File: src/tcc_defines.vh
// Register map, field positions, reset values and prescaler masks of the timer block.
`ifndef TCC_DEFINES_VH
`define TCC_DEFINES_VH

`define TCC_IDX_CTRL 3'h0
`define TCC_IDX_MODE 3'h1
`define TCC_IDX_CMP_LO 3'h2
`define TCC_IDX_CMP_HI 3'h3
`define TCC_IDX_CAP_LO 3'h4
`define TCC_IDX_CAP_HI 3'h5
`define TCC_IDX_STATUS 3'h6

`define TCC_CTRL_RUN 0
`define TCC_CTRL_ACAP 1
`define TCC_CTRL_DBUF 2
`define TCC_CTRL_OVFE 3

`define TCC_MODE_SEL_LSB 0
`define TCC_MODE_SEL_MSB 2
`define TCC_MODE_EDGE 3
`define TCC_MODE_STOPOPP 4
`define TCC_MODE_CKS_LSB 5
`define TCC_MODE_CKS_MSB 6

`define TCC_MODE_EXT_TRIG 3'h4
`define TCC_MODE_EVENT 3'h2

`define TCC_CMP_RST 16'hFFFF
`define TCC_CAP_RST 8'hFF
`define TCC_HOLD_RST 8'hFF
`define TCC_COUNT_RST 16'h0000

`define TCC_PRESC_W 10
`define TCC_PRESC_MASK0 10'h3FF
`define TCC_PRESC_MASK1 10'h03F
`define TCC_PRESC_MASK2 10'h003
`define TCC_PRESC_MASK3 10'h001

`endif

File: src/tcc_timer.v
// Timer/counter with auto capture, staged compare, external trigger and event counting.
`timescale 1ns/100ps
`default_nettype none
`include "tcc_defines.vh"

// How it works
// - With auto capture on, software can sample the live count, running or stopped.
// - Reading capture low byte is the capture instant; high byte loads simultaneously.
// - Stopped: capture low reads zero; that read clears the high byte.
// - Auto capture set before start works from the first cycle after start.
// - A write stopping the timer leaves the auto capture bit unchanged.
// - Compare low byte goes to a holding latch; high write commits both.
// - Double buffer bit: 0 disables, 1 enables compare double buffering.
// - Buffered, running: the value waits, moves to active at next match.
// - With double buffering, compare reads return the last written value.
// - Commit while stopped updates active compare and buffer at once.
// - Unbuffered, running: commit acts at once; lower value waits for wrap.
// - Mode 100 is external trigger; edge select 0 rising, 1 falling.
// - While running, mode register and overflow enable writes are ignored.
// - External trigger: count after trigger; match interrupts, clears, keeps counting.
// - Stop bit 1: opposite edge stops and clears; next trigger restarts.
// - Stop bit 0: both edges ignored from trigger until next match.
// - Writing run bit 0 stops the counter and clears it.
// - Mode 010 counts selected input edges; edge select 0 rising, 1 falling.
// - Event mode: match interrupts, clears the count, counting continues.
// - Sixteen bit up counter; compare and capture split into two bytes.
module tcc_timer (
   input wire mclk,
   input wire reset_n,
   input wire clk_en,
   input wire wb_cyc_i,
   input wire wb_stb_i,
   input wire wb_we_i,
   input wire [4:0] wb_adr_i,
   input wire [3:0] wb_sel_i,
   input wire [31:0] wb_dat_i,
   output reg [31:0] wb_dat_o,
   output reg wb_ack_o,
   input wire timer_input_pin,
   output reg timer_interrupt_request
);

   localparam ST_WAIT = 2'b01;
   localparam ST_COUNT = 2'b10;

   reg run_bit_ff;
   reg auto_capture_bit_ff;
   reg double_buffer_bit_ff;
   reg overflow_irq_enable_ff;
   reg [2:0] mode_select_field_ff;
   reg edge_select_bit_ff;
   reg stop_on_opposite_edge_bit_ff;
   reg [1:0] source_clock_select_ff;
   reg [7:0] cmp_hold_ff;
   reg [15:0] cmp_active_ff;
   reg [15:0] cmp_buf_ff;
   reg [7:0] capture_low_byte_ff;
   reg [7:0] capture_high_byte_ff;
   reg [15:0] count_ff;
   reg [15:0] nxt_count;
   reg [1:0] state_ff;
   reg [1:0] nxt_state;
   reg ignore_ff;
   reg nxt_ignore;
   reg match;
   reg [`TCC_PRESC_W-1:0] presc_ff;
   reg [`TCC_PRESC_W-1:0] presc_mask;
   reg pin_meta_ff;
   reg pin_sync_ff;
   reg pin_prev_ff;
   reg [7:0] rd_mux;

   wire bus_req;
   wire wr_en;
   wire rd_en;
   wire [2:0] reg_idx;
   wire [7:0] wdat;
   wire [15:0] count_inc;
   wire rise_edge;
   wire fall_edge;
   wire trig_edge;
   wire opp_edge;
   wire tick;
   wire cap_lo_read;

   assign bus_req = wb_cyc_i & wb_stb_i & ~wb_ack_o;
   assign wr_en = bus_req & wb_we_i & wb_sel_i[0];
   assign rd_en = bus_req & ~wb_we_i;
   assign reg_idx = wb_adr_i[4:2];
   assign wdat = wb_dat_i[7:0];
   assign count_inc = count_ff + 16'h0001;
   assign cap_lo_read = rd_en & (reg_idx == `TCC_IDX_CAP_LO) & auto_capture_bit_ff;

   // Pin synchroniser and edge detector.
   always @(posedge mclk or negedge reset_n) begin
      if (!reset_n) begin
         pin_meta_ff <= 1'b0;
         pin_sync_ff <= 1'b0;
         pin_prev_ff <= 1'b0;
      end else if (clk_en) begin
         pin_meta_ff <= timer_input_pin;
         pin_sync_ff <= pin_meta_ff;
         pin_prev_ff <= pin_sync_ff;
      end
   end

   assign rise_edge = pin_sync_ff & ~pin_prev_ff;
   assign fall_edge = ~pin_sync_ff & pin_prev_ff;
   assign trig_edge = edge_select_bit_ff ? fall_edge : rise_edge;
   assign opp_edge = edge_select_bit_ff ? rise_edge : fall_edge;

   // Source clock prescaler.
   always @* begin
      case (source_clock_select_ff)
         2'b00: presc_mask = `TCC_PRESC_MASK0;
         2'b01: presc_mask = `TCC_PRESC_MASK1;
         2'b10: presc_mask = `TCC_PRESC_MASK2;
         default: presc_mask = `TCC_PRESC_MASK3;
      endcase
   end

   always @(posedge mclk or negedge reset_n) begin
      if (!reset_n) begin
         presc_ff <= {`TCC_PRESC_W{1'b0}};
      end else if (clk_en) begin
         presc_ff <= presc_ff + {{(`TCC_PRESC_W-1){1'b0}}, 1'b1};
      end
   end

   assign tick = ((presc_ff & presc_mask) == presc_mask);

   // Counter and trigger sequencing.
   always @* begin
      nxt_count = count_ff;
      nxt_state = state_ff;
      nxt_ignore = ignore_ff;
      match = 1'b0;
      if (!run_bit_ff) begin
         nxt_count = `TCC_COUNT_RST;
         nxt_state = ST_WAIT;
         nxt_ignore = 1'b0;
      end else if (mode_select_field_ff == `TCC_MODE_EVENT) begin
         if (trig_edge) begin
            if (count_inc == cmp_active_ff) begin
               nxt_count = `TCC_COUNT_RST;
               match = 1'b1;
            end else begin
               nxt_count = count_inc;
            end
         end
      end else if (mode_select_field_ff == `TCC_MODE_EXT_TRIG) begin
         case (state_ff)
            ST_WAIT: begin
               if (trig_edge) begin
                  nxt_state = ST_COUNT;
                  nxt_count = `TCC_COUNT_RST;
                  nxt_ignore = ~stop_on_opposite_edge_bit_ff;
               end
            end
            ST_COUNT: begin
               if (stop_on_opposite_edge_bit_ff && opp_edge) begin
                  nxt_state = ST_WAIT;
                  nxt_count = `TCC_COUNT_RST;
               end else if (trig_edge && !stop_on_opposite_edge_bit_ff && !ignore_ff) begin
                  nxt_count = `TCC_COUNT_RST;
                  nxt_ignore = 1'b1;
               end else if (tick) begin
                  if (count_inc == cmp_active_ff) begin
                     nxt_count = `TCC_COUNT_RST;
                     match = 1'b1;
                     nxt_ignore = 1'b0;
                  end else begin
                     nxt_count = count_inc;
                  end
               end
            end
            default: begin
               nxt_state = ST_WAIT;
               nxt_count = `TCC_COUNT_RST;
            end
         endcase
      end
   end

   always @(posedge mclk or negedge reset_n) begin
      if (!reset_n) begin
         count_ff <= `TCC_COUNT_RST;
         state_ff <= ST_WAIT;
         ignore_ff <= 1'b0;
         timer_interrupt_request <= 1'b0;
      end else if (clk_en) begin
         count_ff <= nxt_count;
         state_ff <= nxt_state;
         ignore_ff <= nxt_ignore;
         timer_interrupt_request <= match;
      end
   end

   // Control and mode registers.
   always @(posedge mclk or negedge reset_n) begin
      if (!reset_n) begin
         run_bit_ff <= 1'b0;
         auto_capture_bit_ff <= 1'b0;
         double_buffer_bit_ff <= 1'b0;
         overflow_irq_enable_ff <= 1'b0;
         mode_select_field_ff <= 3'h0;
         edge_select_bit_ff <= 1'b0;
         stop_on_opposite_edge_bit_ff <= 1'b0;
         source_clock_select_ff <= 2'h0;
      end else if (clk_en) begin
         if (wr_en && reg_idx == `TCC_IDX_CTRL) begin
            run_bit_ff <= wdat[`TCC_CTRL_RUN];
            double_buffer_bit_ff <= wdat[`TCC_CTRL_DBUF];
            if (!(run_bit_ff && !wdat[`TCC_CTRL_RUN])) begin
               auto_capture_bit_ff <= wdat[`TCC_CTRL_ACAP];
            end
            if (!run_bit_ff) begin
               overflow_irq_enable_ff <= wdat[`TCC_CTRL_OVFE];
            end
         end
         if (wr_en && reg_idx == `TCC_IDX_MODE && !run_bit_ff) begin
            mode_select_field_ff <= wdat[`TCC_MODE_SEL_MSB:`TCC_MODE_SEL_LSB];
            edge_select_bit_ff <= wdat[`TCC_MODE_EDGE];
            stop_on_opposite_edge_bit_ff <= wdat[`TCC_MODE_STOPOPP];
            source_clock_select_ff <= wdat[`TCC_MODE_CKS_MSB:`TCC_MODE_CKS_LSB];
         end
      end
   end

   // Compare holding latch, double buffer and active register.
   always @(posedge mclk or negedge reset_n) begin
      if (!reset_n) begin
         cmp_hold_ff <= `TCC_HOLD_RST;
         cmp_active_ff <= `TCC_CMP_RST;
         cmp_buf_ff <= `TCC_CMP_RST;
      end else if (clk_en) begin
         if (wr_en && reg_idx == `TCC_IDX_CMP_LO) begin
            cmp_hold_ff <= wdat;
         end
         if (match && double_buffer_bit_ff) begin
            cmp_active_ff <= cmp_buf_ff;
         end
         if (wr_en && reg_idx == `TCC_IDX_CMP_HI) begin
            cmp_buf_ff <= {wdat, cmp_hold_ff};
            if (!run_bit_ff || !double_buffer_bit_ff) begin
               cmp_active_ff <= {wdat, cmp_hold_ff};
            end
         end
      end
   end

   // Auto capture on a read of the capture low byte.
   always @(posedge mclk or negedge reset_n) begin
      if (!reset_n) begin
         capture_low_byte_ff <= `TCC_CAP_RST;
         capture_high_byte_ff <= `TCC_CAP_RST;
      end else if (clk_en && cap_lo_read) begin
         if (run_bit_ff) begin
            capture_low_byte_ff <= count_ff[7:0];
            capture_high_byte_ff <= count_ff[15:8];
         end else begin
            capture_low_byte_ff <= 8'h00;
            capture_high_byte_ff <= 8'h00;
         end
      end
   end

   // Read data selection.
   always @* begin
      case (reg_idx)
         `TCC_IDX_CTRL: rd_mux = {4'h0, overflow_irq_enable_ff, double_buffer_bit_ff,
                                  auto_capture_bit_ff, run_bit_ff};
         `TCC_IDX_MODE: rd_mux = {1'b0, source_clock_select_ff, stop_on_opposite_edge_bit_ff,
                                  edge_select_bit_ff, mode_select_field_ff};
         `TCC_IDX_CMP_LO: rd_mux = double_buffer_bit_ff ? cmp_buf_ff[7:0] :
                                   cmp_active_ff[7:0];
         `TCC_IDX_CMP_HI: rd_mux = double_buffer_bit_ff ? cmp_buf_ff[15:8] :
                                   cmp_active_ff[15:8];
         `TCC_IDX_CAP_LO: begin
            if (auto_capture_bit_ff) begin
               rd_mux = run_bit_ff ? count_ff[7:0] : 8'h00;
            end else begin
               rd_mux = capture_low_byte_ff;
            end
         end
         `TCC_IDX_CAP_HI: rd_mux = capture_high_byte_ff;
         `TCC_IDX_STATUS: rd_mux = {6'h00, pin_sync_ff, state_ff[1]};
         default: rd_mux = 8'h00;
      endcase
   end

   // Wishbone answer, one cycle after the request is seen.
   always @(posedge mclk or negedge reset_n) begin
      if (!reset_n) begin
         wb_ack_o <= 1'b0;
         wb_dat_o <= 32'h00000000;
      end else if (clk_en) begin
         wb_ack_o <= bus_req;
         if (rd_en) begin
            wb_dat_o <= {24'h000000, rd_mux};
         end else begin
            wb_dat_o <= 32'h00000000;
         end
      end
   end

endmodule // tcc_timer
`default_nettype wire

File: config.mk
export PLATFORM = sky130hd
export DESIGN_NAME = tcc_timer
export DESIGN_NICKNAME = d
export VERILOG_FILES = /design/src/tcc_timer.v
export VERILOG_INCLUDE_DIRS = /design/src
export SDC_FILE = /design/constraint.sdc
export NUM_CORES = 1
export LEC_CHECK = 0
export BUFFER_PORTS_ARGS = -buffer_cell sky130_fd_sc_hd__buf_2
export CORE_MARGIN = 8
export CORE_UTILIZATION = 29
export CTS_CLUSTER_DIAMETER = 120
export DETAILED_ROUTE_END_ITERATION = 10
export HOLD_SLACK_MARGIN = 0.06
export PLACE_DENSITY = 0.46
export REMOVE_ABC_BUFFERS = 1
export SLEW_MARGIN = 20
export SYNTH_ARGS = -nofsm -noshare
export SYNTH_HDL_FRONTEND = slang
export SYNTH_SLANG_ARGS = --single-unit
File: constraint.sdc
create_clock -name mclk -period 4.1 [get_ports mclk]
set_input_delay 0.82 -clock mclk [delete_from_list [all_inputs] [get_ports mclk]]
set_output_delay 0.82 -clock mclk [all_outputs]
set_load 0.02 [all_outputs]
==> results of run 1 <==
-- through the flow --
| stage | setup WS, ns | instance area, um2 |
|---|---|---|
| finish | 0.665 | 7420 |
| global route | 0.461 | 7420 |
| CTS | 0.678 | 7420 |
| detailed placement | 0.689 | 7110 |
| floorplan | -0.137 | 6410 |
| global placement | 0.707 | 7110 |
-- Yosys cell counts (9+ instances only) --
master / number
nand2b_1: 17
mux2_2: 28
inv_1: 28
nand3_1: 24
xnor2_1: 21
clkbuf_1: 43
nand2_1: 86
o22ai_1: 13
nor3_1: 10
buf_2: 9
nor2_1: 45
mux2i_1: 15
o31ai_1: 10
dfrtp_1: 52
dfstp_2: 57
a31oi_1: 24
a311o_1: 16
nand4_1: 9
nor2b_1: 10
a21oi_1: 20
o21ai_0: 49
o211a_1: 16
buf_4: 28
-- state kept, by name (all words and copies together), names as in the netlist, 3 cells and up --
register,cells
wb_dat_o,8
cmp_buf_ff,16
count_ff,16
cmp_hold_ff,8
mode_select_field_ff,3
capture_high_byte_ff,8
cmp_active_ff,16
capture_low_byte_ff,8
presc_ff,10
-- critical path, delay by kind of cell (launching register included) --
family	cells	cell delay, ns
and+or+nand+nor	5	1.70
adders and majority gates	1	0.33
DFF	1	0.51
AOI/OAI and AO/OA	3	0.53
buffers and inverters	1	0.24
-- cell families after synthesis --
| group | Yosys count | synth area share |
|---|---|---|
| muxes | 46 | 0.0786 |
| other | 1 | 0.000553 |
| DFF | 109 | 0.413 |
| adders and majority gates | 2 | 0.00369 |
| and+or+nand+nor | 241 | 0.176 |
| xor gates and xnor gates | 30 | 0.0408 |
| AOI/OAI and AO/OA | 193 | 0.204 |
| buffers and inverters | 113 | 0.0831 |
-- area by class of cell --
cell class | count | area (um2)
multi-input combinational | 536 | 3510
inverter | 29 | 109
sequential | 109 | 2800
fill | 2427 | 15800
timing repair buffer | 47 | 298
clock buffer | 9 | 225
tap | 319 | 399
clock inverter | 7 | 77.6
-- power groups by stage --
| stage | Combinational, W | Sequential (W) | Clock (W) |
|---|---|---|---|
| 2_1_floorplan | 0.000324 | 0.00133 | 0 |
| 3_3_place_gp | 0.000480 | 0.00137 | 0 |
| 3_5_place_dp | 0.000480 | 0.00137 | 0 |
| 4_1_cts | 0.000482 | 0.00135 | 0.000940 |
| 5_1_grt | 0.000538 | 0.00138 | 0.000969 |
| 6_report | 0.000480 | 0.00135 | 0.000898 |
-- how the worst max path moves through the flow --
stage / slack, ns / to / cells after the start / startpoint
floorplan: -0.14 / cmp_active_ff[0]$_DFFE_PN1P_ / 5 / wb_adr_i[4]
global placement: 0.71 / count_ff[2]$_DFFE_PN0P_ / 10 / count_ff[0]$_DFFE_PN0P_
detailed placement: 0.69 / count_ff[2]$_DFFE_PN0P_ / 10 / count_ff[0]$_DFFE_PN0P_
CTS: 0.68 / count_ff[2]$_DFFE_PN0P_ / 10 / count_ff[0]$_DFFE_PN0P_
global route: 0.46 / count_ff[6]$_DFFE_PN0P_ / 10 / count_ff[0]$_DFFE_PN0P_
finish: 0.66 / count_ff[6]$_DFFE_PN0P_ / 10 / count_ff[0]$_DFFE_PN0P_
-- cells in the final DEF (no fill, tap or decap), drive strengths merged, types with 4 or more instances in the layout --
cell | netlist | routed
clkbuf | 43 | 9
nand3 | 24 | 24
inv | 28 | 31
nand2 | 86 | 86
conb | 1 | 24
a31oi | 24 | 24
o211a | 16 | 16
o21ai | 49 | 49
dfstp | 57 | 57
nand4 | 11 | 11
dfrtp | 52 | 52
o22ai | 13 | 13
buf | 41 | 47
nor3b | 5 | 5
a311o | 16 | 16
and4 | 4 | 4
nand2b | 17 | 17
a2bb2oi | 6 | 6
xor2 | 8 | 8
a211o | 7 | 7
mux2i | 15 | 15
clkinv | 1 | 5
o2bb2ai | 5 | 5
nor2b | 10 | 10
and2 | 5 | 5
mux2 | 28 | 28
xnor2 | 21 | 21
nor2 | 45 | 45
o31ai | 11 | 11
nor4 | 8 | 8
or4 | 4 | 4
a21oi | 20 | 20
nor3 | 10 | 10
-- routing by layer --
metal,vias up,GRT usage
met5,-,0
met4,0,0.0481
met3,20,0.0203
met2,106,0.221
met1,2647,0.194
li1,2594,-
==> key figures, run 1 <==
Die
  • Top Ports: 82
  • Die X: 169 um
  • Initial Util: 0.292
  • Row cnt: 56
  • CORE AREA: 23200 um2
  • Die area: approximately 29000 um2
  • Die height: 169 um

Place
  • DP HPWL: 14100 um
  • Placer Congestion: 0.862
  • Placed insts: 1040
  • Port bufs: 28

Clocking
  • Post-CTS Setup Bufs: 0
  • Root Buffer: clkbuf_16
  • Hold-fix buffer count after cts: 0
  • Clock buffer depth: 2
  • Worst skew pair latency: 0.37 ns
  • Inserted Clock Buffers: 9
  • Clock sinks: 109
  • Htree depth: 3
  • Clock slew at reported path FFs: 0.07 ns
  • CTS tree: built
  • Post_cts resized: 0

Pwr
  • Clk pwr share: 0.329
  • Cell leakage power: 3.08 nW
  • Pwr dens: 368 nW/um2
  • Peak supply drop: approximately 180 uV
  • NetSw: 0.000896 W
  • Sw frac: 0.328
  • Final total power: between 0.002 and 0.003 W
  • Comb pwr share: 0.176
  • P_int: 0.00183 W
  • Sequential share of power: 0.495

Routing
  • Post-route ant nets: 0
  • DR pass1 iterations: 5
  • Met3 wire len: 619 um
  • Wirelength, routed: 19500 um
  • M1 WL: 9570 um
  • DR iter-0 viols: 352
  • Top Layer Used: met4
  • DR WL met2: 8970 um
  • Vias per cell: just over 5
  • Routed wire per std cell: 18.5 um
  • Vias: 5367
  • DRC Markers: 0

Setup path
  • CP arrival: roughly 3.7 ns
  • Setup crit start kind: register
  • R2R Setup Slk: around 0.66 ns
  • CP Cell Sequence: ha_1 > and4_1 > and2_4 > a21oi_1 > or3_1 > or4_4 > o31ai_4 > buf_4 > nor3_1 > a211o_1
  • R2r endpoint: count_ff[6]$_DFFE_PN0P_
  • CP max stage cell: or4_4
  • Worst R2R Start: count_ff[0]$_DFFE_PN0P_
  • FF-to-FF path depth: 10
  • Critical path class: reg -> reg
  • CP Max Fanout: 15
  • Data required time of the critical path: approximately 4.3 ns
  • Setup crit end kind: register
  • CP max stage delay: 0.56 ns

Timing
  • WHS: 0.477 ns
  • Endpoints failing setup: 0
  • Rel. slew slack: 0.446
  • Final setup TNS: 0 ns
  • Slew Viols, Final: 0
  • Setup Skew: 0.0185 ns
  • Minimum clock period: between 3 and 4 ns
  • Final hold violations: 0
  • Crit share post-route: 0.838
  • Fmax: 291 MHz
  • RSZ-0062 raised after global routing: false
  • Slew @ Worst Pin: 0.824 ns

Logic synthesis
  • Seq/Total Area, Yosys: 0.413
  • Synthesized area per cell: between 9 and 10 um2
  • Primary flip-flop cell chosen by synthesis mapping: dfstp_2
  • Synth Instances: 735
  • Synth cell types: 65
  • Synth area leader: dfstp_2
  • Mapped Area: roughly 6800 um2
  • Post-synthesis register bit count: 109
  • Synth Warn #: 0
  • Number of flops mapped to enable cells by yosys: 0
  • Ys async rst share: 1.00
  • Post-synth top area share: 0.221
  • Top cells by area, synth: dfstp_2, dfrtp_1, nand2_1

Global routing
  • Initial antenna violation count: 0
  • First-pass GRT wire length: 31400 um
  • Largest net degree at the start of global routing: 57
  • Grt ovf: 0
  • Vias in the first global route: 5239
  • Gr usage total: 0.140

Worst hold path
  • Worst hold stages: 2
  • Worst Hold Path EP: capture_high_byte_ff[1]$_DFFE_PN1P_
  • Hold Crit Class: reg -> reg
  • Worst hold path startpoint: capture_high_byte_ff[1]$_DFFE_PN1P_

Layout
  • Fin cells: 1056
  • Final Core Density: 0.320
  • Final net count: 782
  • Area growth, synth to finish: 9.41%
  • ANT cells: 0
  • Share of layout cells above drive strength 1: 0.218

Outcome
  • Status: completed

Run
  • Max cap viols: 0
(Power assumes the default switching activity.)
==> run 2: changes to the inputs <==
--- a/config.mk
+++ b/config.mk
@@ -12,7 +12,7 @@
 export CTS_CLUSTER_DIAMETER = 120
 export DETAILED_ROUTE_END_ITERATION = 10
 export HOLD_SLACK_MARGIN = 0.06
-export PLACE_DENSITY = 0.46
+export PLACE_DENSITY = 0.47
 export REMOVE_ABC_BUFFERS = 1
 export SLEW_MARGIN = 20
 export SYNTH_ARGS = -nofsm -noshare
==> constraint.sdc (replaced) <==
create_clock -name mclk -period 2.8 [get_ports mclk]
set_input_delay 0.56 -clock mclk [delete_from_list [all_inputs] [get_ports mclk]]
set_output_delay 0.56 -clock mclk [all_outputs]
set_load 0.02 [all_outputs]
==> run 2 against run 1 <==
Effect of this change:
- the flow now finishes with violations (negative setup slack)
- combinational power is 91% higher
- utilization is 3.1 points higher
- register-to-register slack worse by 0.81 ns
- sequential share of layout area is 3.2 points lower
- worst hold slack worse by 0.32 ns
- first-iteration DRC count is 8.8% higher
- highest routed layer unchanged
==> key figures, run 2 (synthesized netlist as in run 1, its figures left out) <==
Clocking
  • Hold-fix buffer count after cts: 0 (unchanged)
  • Inserted Clock Buffers: 9 (unchanged)
  • Clock slew at reported path FFs: 0.08 ns (about the same)
  • Root Buffer: clkbuf_16
  • Clock buffer depth: 2 (unchanged)
  • Htree depth: 3 (unchanged)
  • CTS tree: built
  • Clock sinks: 109 (unchanged)
  • Worst skew pair latency: 0.36 ns (about the same)

Global routing
  • Vias in the first global route: 5582 (+6.5%)
  • Initial antenna violation count: 0 (unchanged)
  • Grt ovf: 0 (unchanged)
  • Largest net degree at the start of global routing: 46 (-19%)
  • First-pass GRT wire length: 32300 um (+2.9%)
  • Gr usage total: 0.144 (+0.00367)

Die
  • Top Ports: 82 (unchanged)
  • Row cnt: 56 (unchanged)
  • CORE AREA: 23200 um2 (unchanged)
  • Die area: 28500 um2 (unchanged)
  • Initial Util: 0.292 (unchanged)
  • Die X: 169 um (unchanged)
  • Die height: 169 um (unchanged)

Routing
  • Routed wire per std cell: 18.1 um (-2.2%)
  • Vias: 5734 (+6.8%)
  • Post-route ant nets: 0 (unchanged)
  • Vias per cell: 5.06 (-0.51%)
  • DR iter-0 viols: 383 (+8.8%)
  • Wirelength, routed: 20500 um (+5.0%)
  • DR pass1 iterations: 5 (unchanged)
  • DRC Markers: 0 (unchanged)

Worst hold path
  • Hold Crit Class: in -> async

Place
  • Placer Congestion: 0.860 (-0.29%)
  • Port bufs: 28 (unchanged)
  • DP HPWL: 15000 um (+6.7%)

Timing
  • Fmax: 339 MHz (+16%)
  • Rel. slew slack: 0.501 (+0.0551)
  • Minimum clock period: 2.95 ns (-0.486 ns)
  • Slew @ Worst Pin: 0.749 ns (-0.0753 ns)
  • Crit share post-route: 1.05 (+0.215)
  • Slew Viols, Final: 0 (unchanged)
  • Setup ws final: -0.149 ns (-0.814 ns)
  • WHS: 0.159 ns (-0.318 ns)
  • RSZ-0062 raised after global routing: true
  • Endpoints failing setup: 10 (+10)
  • Final hold violations: 0 (unchanged)
  • Setup Skew: 0.0117 ns (-0.00682 ns)

Setup path
  • Worst R2R Start: count_ff[0]$_DFFE_PN0P_
  • FF-to-FF path depth: 10 (unchanged)
  • CP Max Fanout: 10 (-5)
  • Setup crit end kind: register
  • Critical path class: reg -> reg
  • Data required time of the critical path: 3.04 ns (-1.30 ns)
  • Setup crit start kind: register
  • CP arrival: 3.19 ns (-0.49 ns)
  • R2R Setup Slk: -0.15 ns (-0.81 ns)
  • R2r endpoint: count_ff[5]$_DFFE_PN0P_

Outcome
  • Status: complete, but fails checks
  • Failing checks: negative setup slack

Layout
  • Commonest non-fill, non-tap cell in the layout: buf_4
  • Layout filler cell count: 2403 (-0.99%)
  • Most frequent cells in the layout: buf_4, nand2_1, dfstp_2
  • Final net count: 860 (+10%)
  • Area growth, synth to finish: 19.9%
  • Share of layout cells above drive strength 1: 0.320 (+0.102)
  • Biggest regs: cmp_active_ff x16, cmp_buf_ff x16, count_ff x16
  • ANT cells: 0 (unchanged)

Pwr
  • Final total power: 0.00412 W (+51%)
  • Pwr dens: 507 nW/um2 (+38%)
  • Peak supply drop: 350 uV (+94%)
  • Cell leakage power: 3.49 nW (+13%)

Run
  • Max cap viols: 0 (unchanged)
run 2: worst max-delay path, cell delays in order, from the launching register on:
cell	delay (ns)
dfrtp_2	0.45
ha_4	0.18
and4_1	0.16
and2_4	0.18
a32o_2	0.27
or4_4	0.41
or4_4	0.45
o31ai_4	0.23
buf_6	0.18
nor2_1	0.06
a211o_1	0.26
run 2: cell type report:
type / instances / area, um2 / share of cell area
timing repair buffer: 125 / 927 / 0.114
tap: 319 / 399 / 0.0491
inverter: 29 / 109 / 0.0134
clock buffer: 10 / 229 / 0.0282
sequential: 109 / 2800 / 0.345
clock inverter: 6 / 60.1 / 0.00739
multi-input combinational: 536 / 3600 / 0.443
run 2: power breakdown:
part	leakage, nW	internal [W]	switching [W]
Sequential	1.27	0.00176	0.000147
Clock	0.143	0.000633	0.000663
Combinational	2.07	0.000396	0.000521
Total	3.49	0.00279	0.00133
run 2: worst max path at each step:
stage	slack [ns]	start	depth (start not counted)	to
after detailed placement	-0.19	count_ff[4]$_DFFE_PN0P_	9	count_ff[5]$_DFFE_PN0P_
after floorplan	-1.28	double_buffer_bit_ff$_DFFE_PN0P_	6	cmp_active_ff[0]$_DFFE_PN1P_
after CTS	-0.13	count_ff[0]$_DFFE_PN0P_	10	count_ff[5]$_DFFE_PN0P_
final	-0.15	count_ff[0]$_DFFE_PN0P_	10	count_ff[5]$_DFFE_PN0P_
after global placement	-0.17	count_ff[0]$_DFFE_PN0P_	10	count_ff[13]$_DFFE_PN0P_
after global routing	-0.26	count_ff[0]$_DFFE_PN0P_	10	count_ff[5]$_DFFE_PN0P_
run 2: layer usage:
| metal | global-route usage | up-vias | part of all wire |
|---|---|---|---|
| li1 | - | 2763 | - |
| met1 | 0.197 | 2800 | 0.47 |
| met2 | 0.233 | 152 | 0.47 |
| met3 | 0.0210 | 19 | 0.048 |
| met4 | 0.0411 | 0 | 0.015 |
| met5 | 0 | - | 0 |
run 2: metrics by stage:
stage	TNS [ns]	cells	worst slack (ns)	cell area, um2	utilization
final	-0.907	1134	-0.149	8130	0.350
after global routing	-3.14	1134	-0.259	8130	0.350
after CTS	-0.870	1133	-0.132	8040	0.347
after detailed placement	-2.13	1113	-0.189	7680	0.331
after global placement	-2.54	1113	-0.172	7680	0.331
after floorplan	-24.13	674	-1.28	6410	-
run 2: repair_timing:
item                       in CTS  in global routing
resized for setup              13                 21
buffers inserted                4                  1
pin swaps                       1                  2
setup endpoints to repair      32                 33
==> run 3: changes to the inputs <==
--- a/config.mk
+++ b/config.mk
@@ -6,6 +6,7 @@
 export SDC_FILE = /design/constraint.sdc
 export NUM_CORES = 1
 export LEC_CHECK = 0
+export ABC_AREA = 1
 export BUFFER_PORTS_ARGS = -buffer_cell sky130_fd_sc_hd__buf_2
 export CORE_MARGIN = 8
 export CORE_UTILIZATION = 29
==> run 3 against run 2 <==
Effect of this change:
- die area down 2.4%
- critical path type unchanged
- clock skew down 0.0014 ns
- clock power up 5%
- utilization down 2.0 points
- setup slack better by 0.33 ns
- largest cell class unchanged
- flip-flop and latch count unchanged
- first-iteration DRC count up 31%
- combinational power up 50%
- the run now ends clean
- cell area down 8.5%
- global-route usage up 0.37 points
==> key figures, run 3 <==
Logic synthesis
  • Synth top cells by count: nand2_1, inv_1, o21ai_0, nand3_1, dfstp_2
  • Top cells by area, synth: dfstp_2, dfrtp_1, nand2_1
  • Mapped Area: 6600 um2 (-2.6%)
  • Largest family of logic cells by synthesized area: simple AND/OR/NAND/NOR gates
  • Primary flip-flop cell chosen by synthesis mapping: dfstp_2
  • Synth area leader: dfstp_2
  • Synth cell types: 37 (-43%)
  • Synthesized area per cell: 7.33 um2 (-20%)
  • Ys async rst share: 1.00 (unchanged)
  • Number of flops mapped to enable cells by yosys: 0 (unchanged)
  • Compound-Gate Fraction of Synth Area: 0.129 (-0.0745)
  • Post-synth top area share: 0.227 (+0.00591)
  • Adder-cell share of the synthesized area: 0.00379 (+0.0000987)
  • Top-count cell post-synth: nand2_1
  • Seq/Total Area, Yosys: 0.424 (+0.0110)
  • Post-Synth XOR/XNOR Area: 0.0167 (-0.0241)
  • Synth Instances: 900 (+22%)
  • Post-synthesis simple-gate area fraction: 0.281 (+0.105)
  • Synth Warn #: 0 (unchanged)
  • Multiplexer share of the synthesized area: 0.0212 (-0.0574)
  • Post-synthesis register bit count: 109 (unchanged)

Global routing
  • First-pass GRT wire length: 32200 um (-0.19%)
  • Gr usage total: 0.148 (+0.00368)
  • GR Util met3: 0.0215 (+0.000549)
  • Largest net degree at the start of global routing: 71 (+54%)
  • GR Layer Usage met1: 0.201 (+0.00424)
  • GR Util met2: 0.233 (+0.000722)
  • Initial antenna violation count: 0 (unchanged)
  • Grt ovf: 0 (unchanged)
  • Grt peak-use layer: met2
  • Vias in the first global route: 5637 (+0.99%)

Clocking
  • Clock slew at reported path FFs: 0.08 ns (about the same)
  • CTS tree: built
  • Clock sinks: 109 (unchanged)
  • Htree depth: 3 (unchanged)
  • Hold-fix buffer count after cts: 0 (unchanged)
  • Clock buffer depth: 2 (unchanged)
  • Worst skew pair latency: 0.37 ns (about the same)
  • Root Buffer: clkbuf_16
  • Inserted Clock Buffers: 9 (unchanged)

Pwr
  • Pwr dens: 668 nW/um2 (+32%)
  • Cell leakage power: 3.58 nW (+2.7%)
  • Peak supply drop: 336 uV (-3.9%)

Timing
  • Setup Skew: 0.0103 ns (-0.00140 ns)
  • Crit share post-route: 0.934 (-0.119)
  • Minimum clock period: 2.62 ns (-0.333 ns)
  • Final setup TNS: 0 ns (+0.907 ns)
  • Endpoints failing setup: 0 (-10)
  • Slew Viols, Final: 0 (unchanged)
  • WHS: 0.190 ns (+0.0309 ns)
  • Slew @ Worst Pin: 1.02 ns (+0.274 ns)
  • RSZ-0062 raised after global routing: false
  • Final hold violations: 0 (unchanged)
  • Fmax: 382 MHz (+13%)
  • Rel. slew slack: 0.313 (-0.188)

Routing
  • Routed wire per std cell: 16.7 um (-7.9%)
  • DR pass1 iterations: 4 (-1)
  • DRC Markers: 0 (unchanged)
  • Vias: 5836 (+1.8%)
  • Vias per cell: 4.76 (-5.9%)
  • DR iter-0 viols: 500 (+31%)
  • Post-route ant nets: 0 (unchanged)
  • Wirelength, routed: 20400 um (-0.32%)

Die
  • Die area: 27800 um2 (-2.4%)
  • Die X: 167 um (-1.2%)
  • CORE AREA: 22500 um2 (-3.0%)
  • Top Ports: 82 (unchanged)
  • Initial Util: 0.293 (+0.00111)
  • Die height: 167 um (-1.2%)
  • Row cnt: 55 (-1.8%)

Layout
  • Most frequent cells in the layout: nand2_1, inv_1, o21ai_0
  • Final net count: 987 (+15%)
  • Layout filler cell count: 2404 (+0.042%)
  • Area growth, synth to finish: 12.6%
  • Share of layout cells above drive strength 1: 0.161 (-0.159)
  • Commonest non-fill, non-tap cell in the layout: nand2_1
  • ANT cells: 0 (unchanged)
  • Biggest regs: cmp_active_ff x16, cmp_buf_ff x16, count_ff x16

Worst hold path
  • Hold Crit Class: in -> async

Place
  • Placer Congestion: 0.880 (+2.4%)
  • Port bufs: 28 (unchanged)
  • DP HPWL: 15100 um (+0.74%)

Setup path
  • Setup crit end kind: register
  • Worst Path Buf+Inv: 2 (+1)
  • Data required time of the critical path: 3.04 ns (about the same)
  • FF-to-FF path depth: 13 (+3)
  • Worst R2R Start: count_ff[4]$_DFFE_PN0P_
  • CP max stage cell: dfrtp_1
  • R2r endpoint: count_ff[12]$_DFFE_PN0P_
  • CP max stage delay: 0.50 ns (+0.05 ns)
  • R2R Setup Slk: 0.18 ns (+0.33 ns)
  • Setup crit start kind: register
  • CP Max Fanout: 16 (+6)
  • Critical path class: reg -> reg
  • CP arrival: 2.86 ns (-0.33 ns)
  • Delay-heaviest family, CP: simple AND/OR/NAND/NOR gates
  • Crit path launch: count_ff[4]$_DFFE_PN0P_
  • CP Cell Sequence: nand2_1 > nor2_1 > nand4_1 > nand3_1 > nand2_1 > nor2_1 > nand3_1 > nor2_4 > buf_12 > nor2_4 > nand3_2 > buf_12 > o22ai_1

Run
  • Max cap viols: 0 (unchanged)

Outcome
  • Status: completed
==> run 3: cell types whose count changed after synthesis, sizes merged, moves of 12 or more <==
cell    before  now
nand2       86  261
inv         28  133
nand3       24   73
o21ai       49   85
a31oi       24    3
mux2        28    8
clkbuf      43   24
nand4       11   29
nand2b      17    0
a311o       16    0
o211a       16    0
xnor2       21    5
buf         41   29
==> run 3: cell families (layout without fill, tap and decap cells) <==
family,count (synthesis),count (layout)
and+or+nand+nor,428,428
DFF,109,109
muxes,13,13
xor gates and xnor gates,11,11
AOI/OAI and AO/OA,149,149
adders and majority gates,2,2
other,1,24
buffers and inverters,187,206
==> run 3: how the worst max path moves through the flow <==
stage / to / slack [ns] / depth (start not counted)
after floorplan: count_ff[15]$_DFFE_PN0P_ / 0.42 / 7
after global placement: count_ff[1]$_DFFE_PN0P_ / 0.20 / 13
after detailed placement: count_ff[1]$_DFFE_PN0P_ / 0.26 / 13
after CTS: count_ff[15]$_DFFE_PN0P_ / 0.24 / 13
after global routing: count_ff[15]$_DFFE_PN0P_ / 0.02 / 16
final: count_ff[12]$_DFFE_PN0P_ / 0.18 / 13
==> run 3: metal layers <==
metal | wire [um] | part of all wire | vias to the layer above
li1 | - | - | 2960
met1 | 10100 | 0.50 | 2733
met2 | 9120 | 0.45 | 118
met3 | 654 | 0.032 | 25
met4 | 533 | 0.026 | 0
met5 | 0 | 0 | -
==> run 3: power breakdown <==
group / switching (W) / internal, W / total [W] / leakage [nW]
clock: 0.000663 / 0.000710 / 0.00137 / 0.149
combinational: 0.000904 / 0.000478 / 0.00138 / 2.19
sequential: 0.000300 / 0.00191 / 0.00221 / 1.24
==> run 3: area by class of cell <==
type                    instances  area [um2]  area share
repair buffers                 56         390      0.0525
inverters                     134         503      0.0677
multi-input cells             627        3080       0.414
flip-flops and latches        109        2800       0.377
clock inverters                 7        80.1      0.0108
clock buffers                   9         225      0.0303
well taps                     285         357      0.0480
==> run 3: timing repair <==
action,4_1_cts,5_1_grt
resized for setup,0,1
setup endpoints to repair,0,1
buffers inserted,0,2
==> run 3: through the flow <==
| stage | power (W) | util | cells | worst slack, ns | cell area [um2] |
|---|---|---|---|---|---|
| floorplan | 0.00310 | - | 870 | 0.425 | 6380 |
| global placement | 0.00362 | 0.316 | 1209 | 0.204 | 7110 |
| detailed placement | 0.00361 | 0.316 | 1209 | 0.256 | 7110 |
| CTS | 0.00501 | 0.330 | 1225 | 0.238 | 7420 |
| global route | 0.00530 | 0.330 | 1227 | 0.0219 | 7430 |
| finish | 0.00496 | 0.330 | 1227 | 0.184 | 7430 |
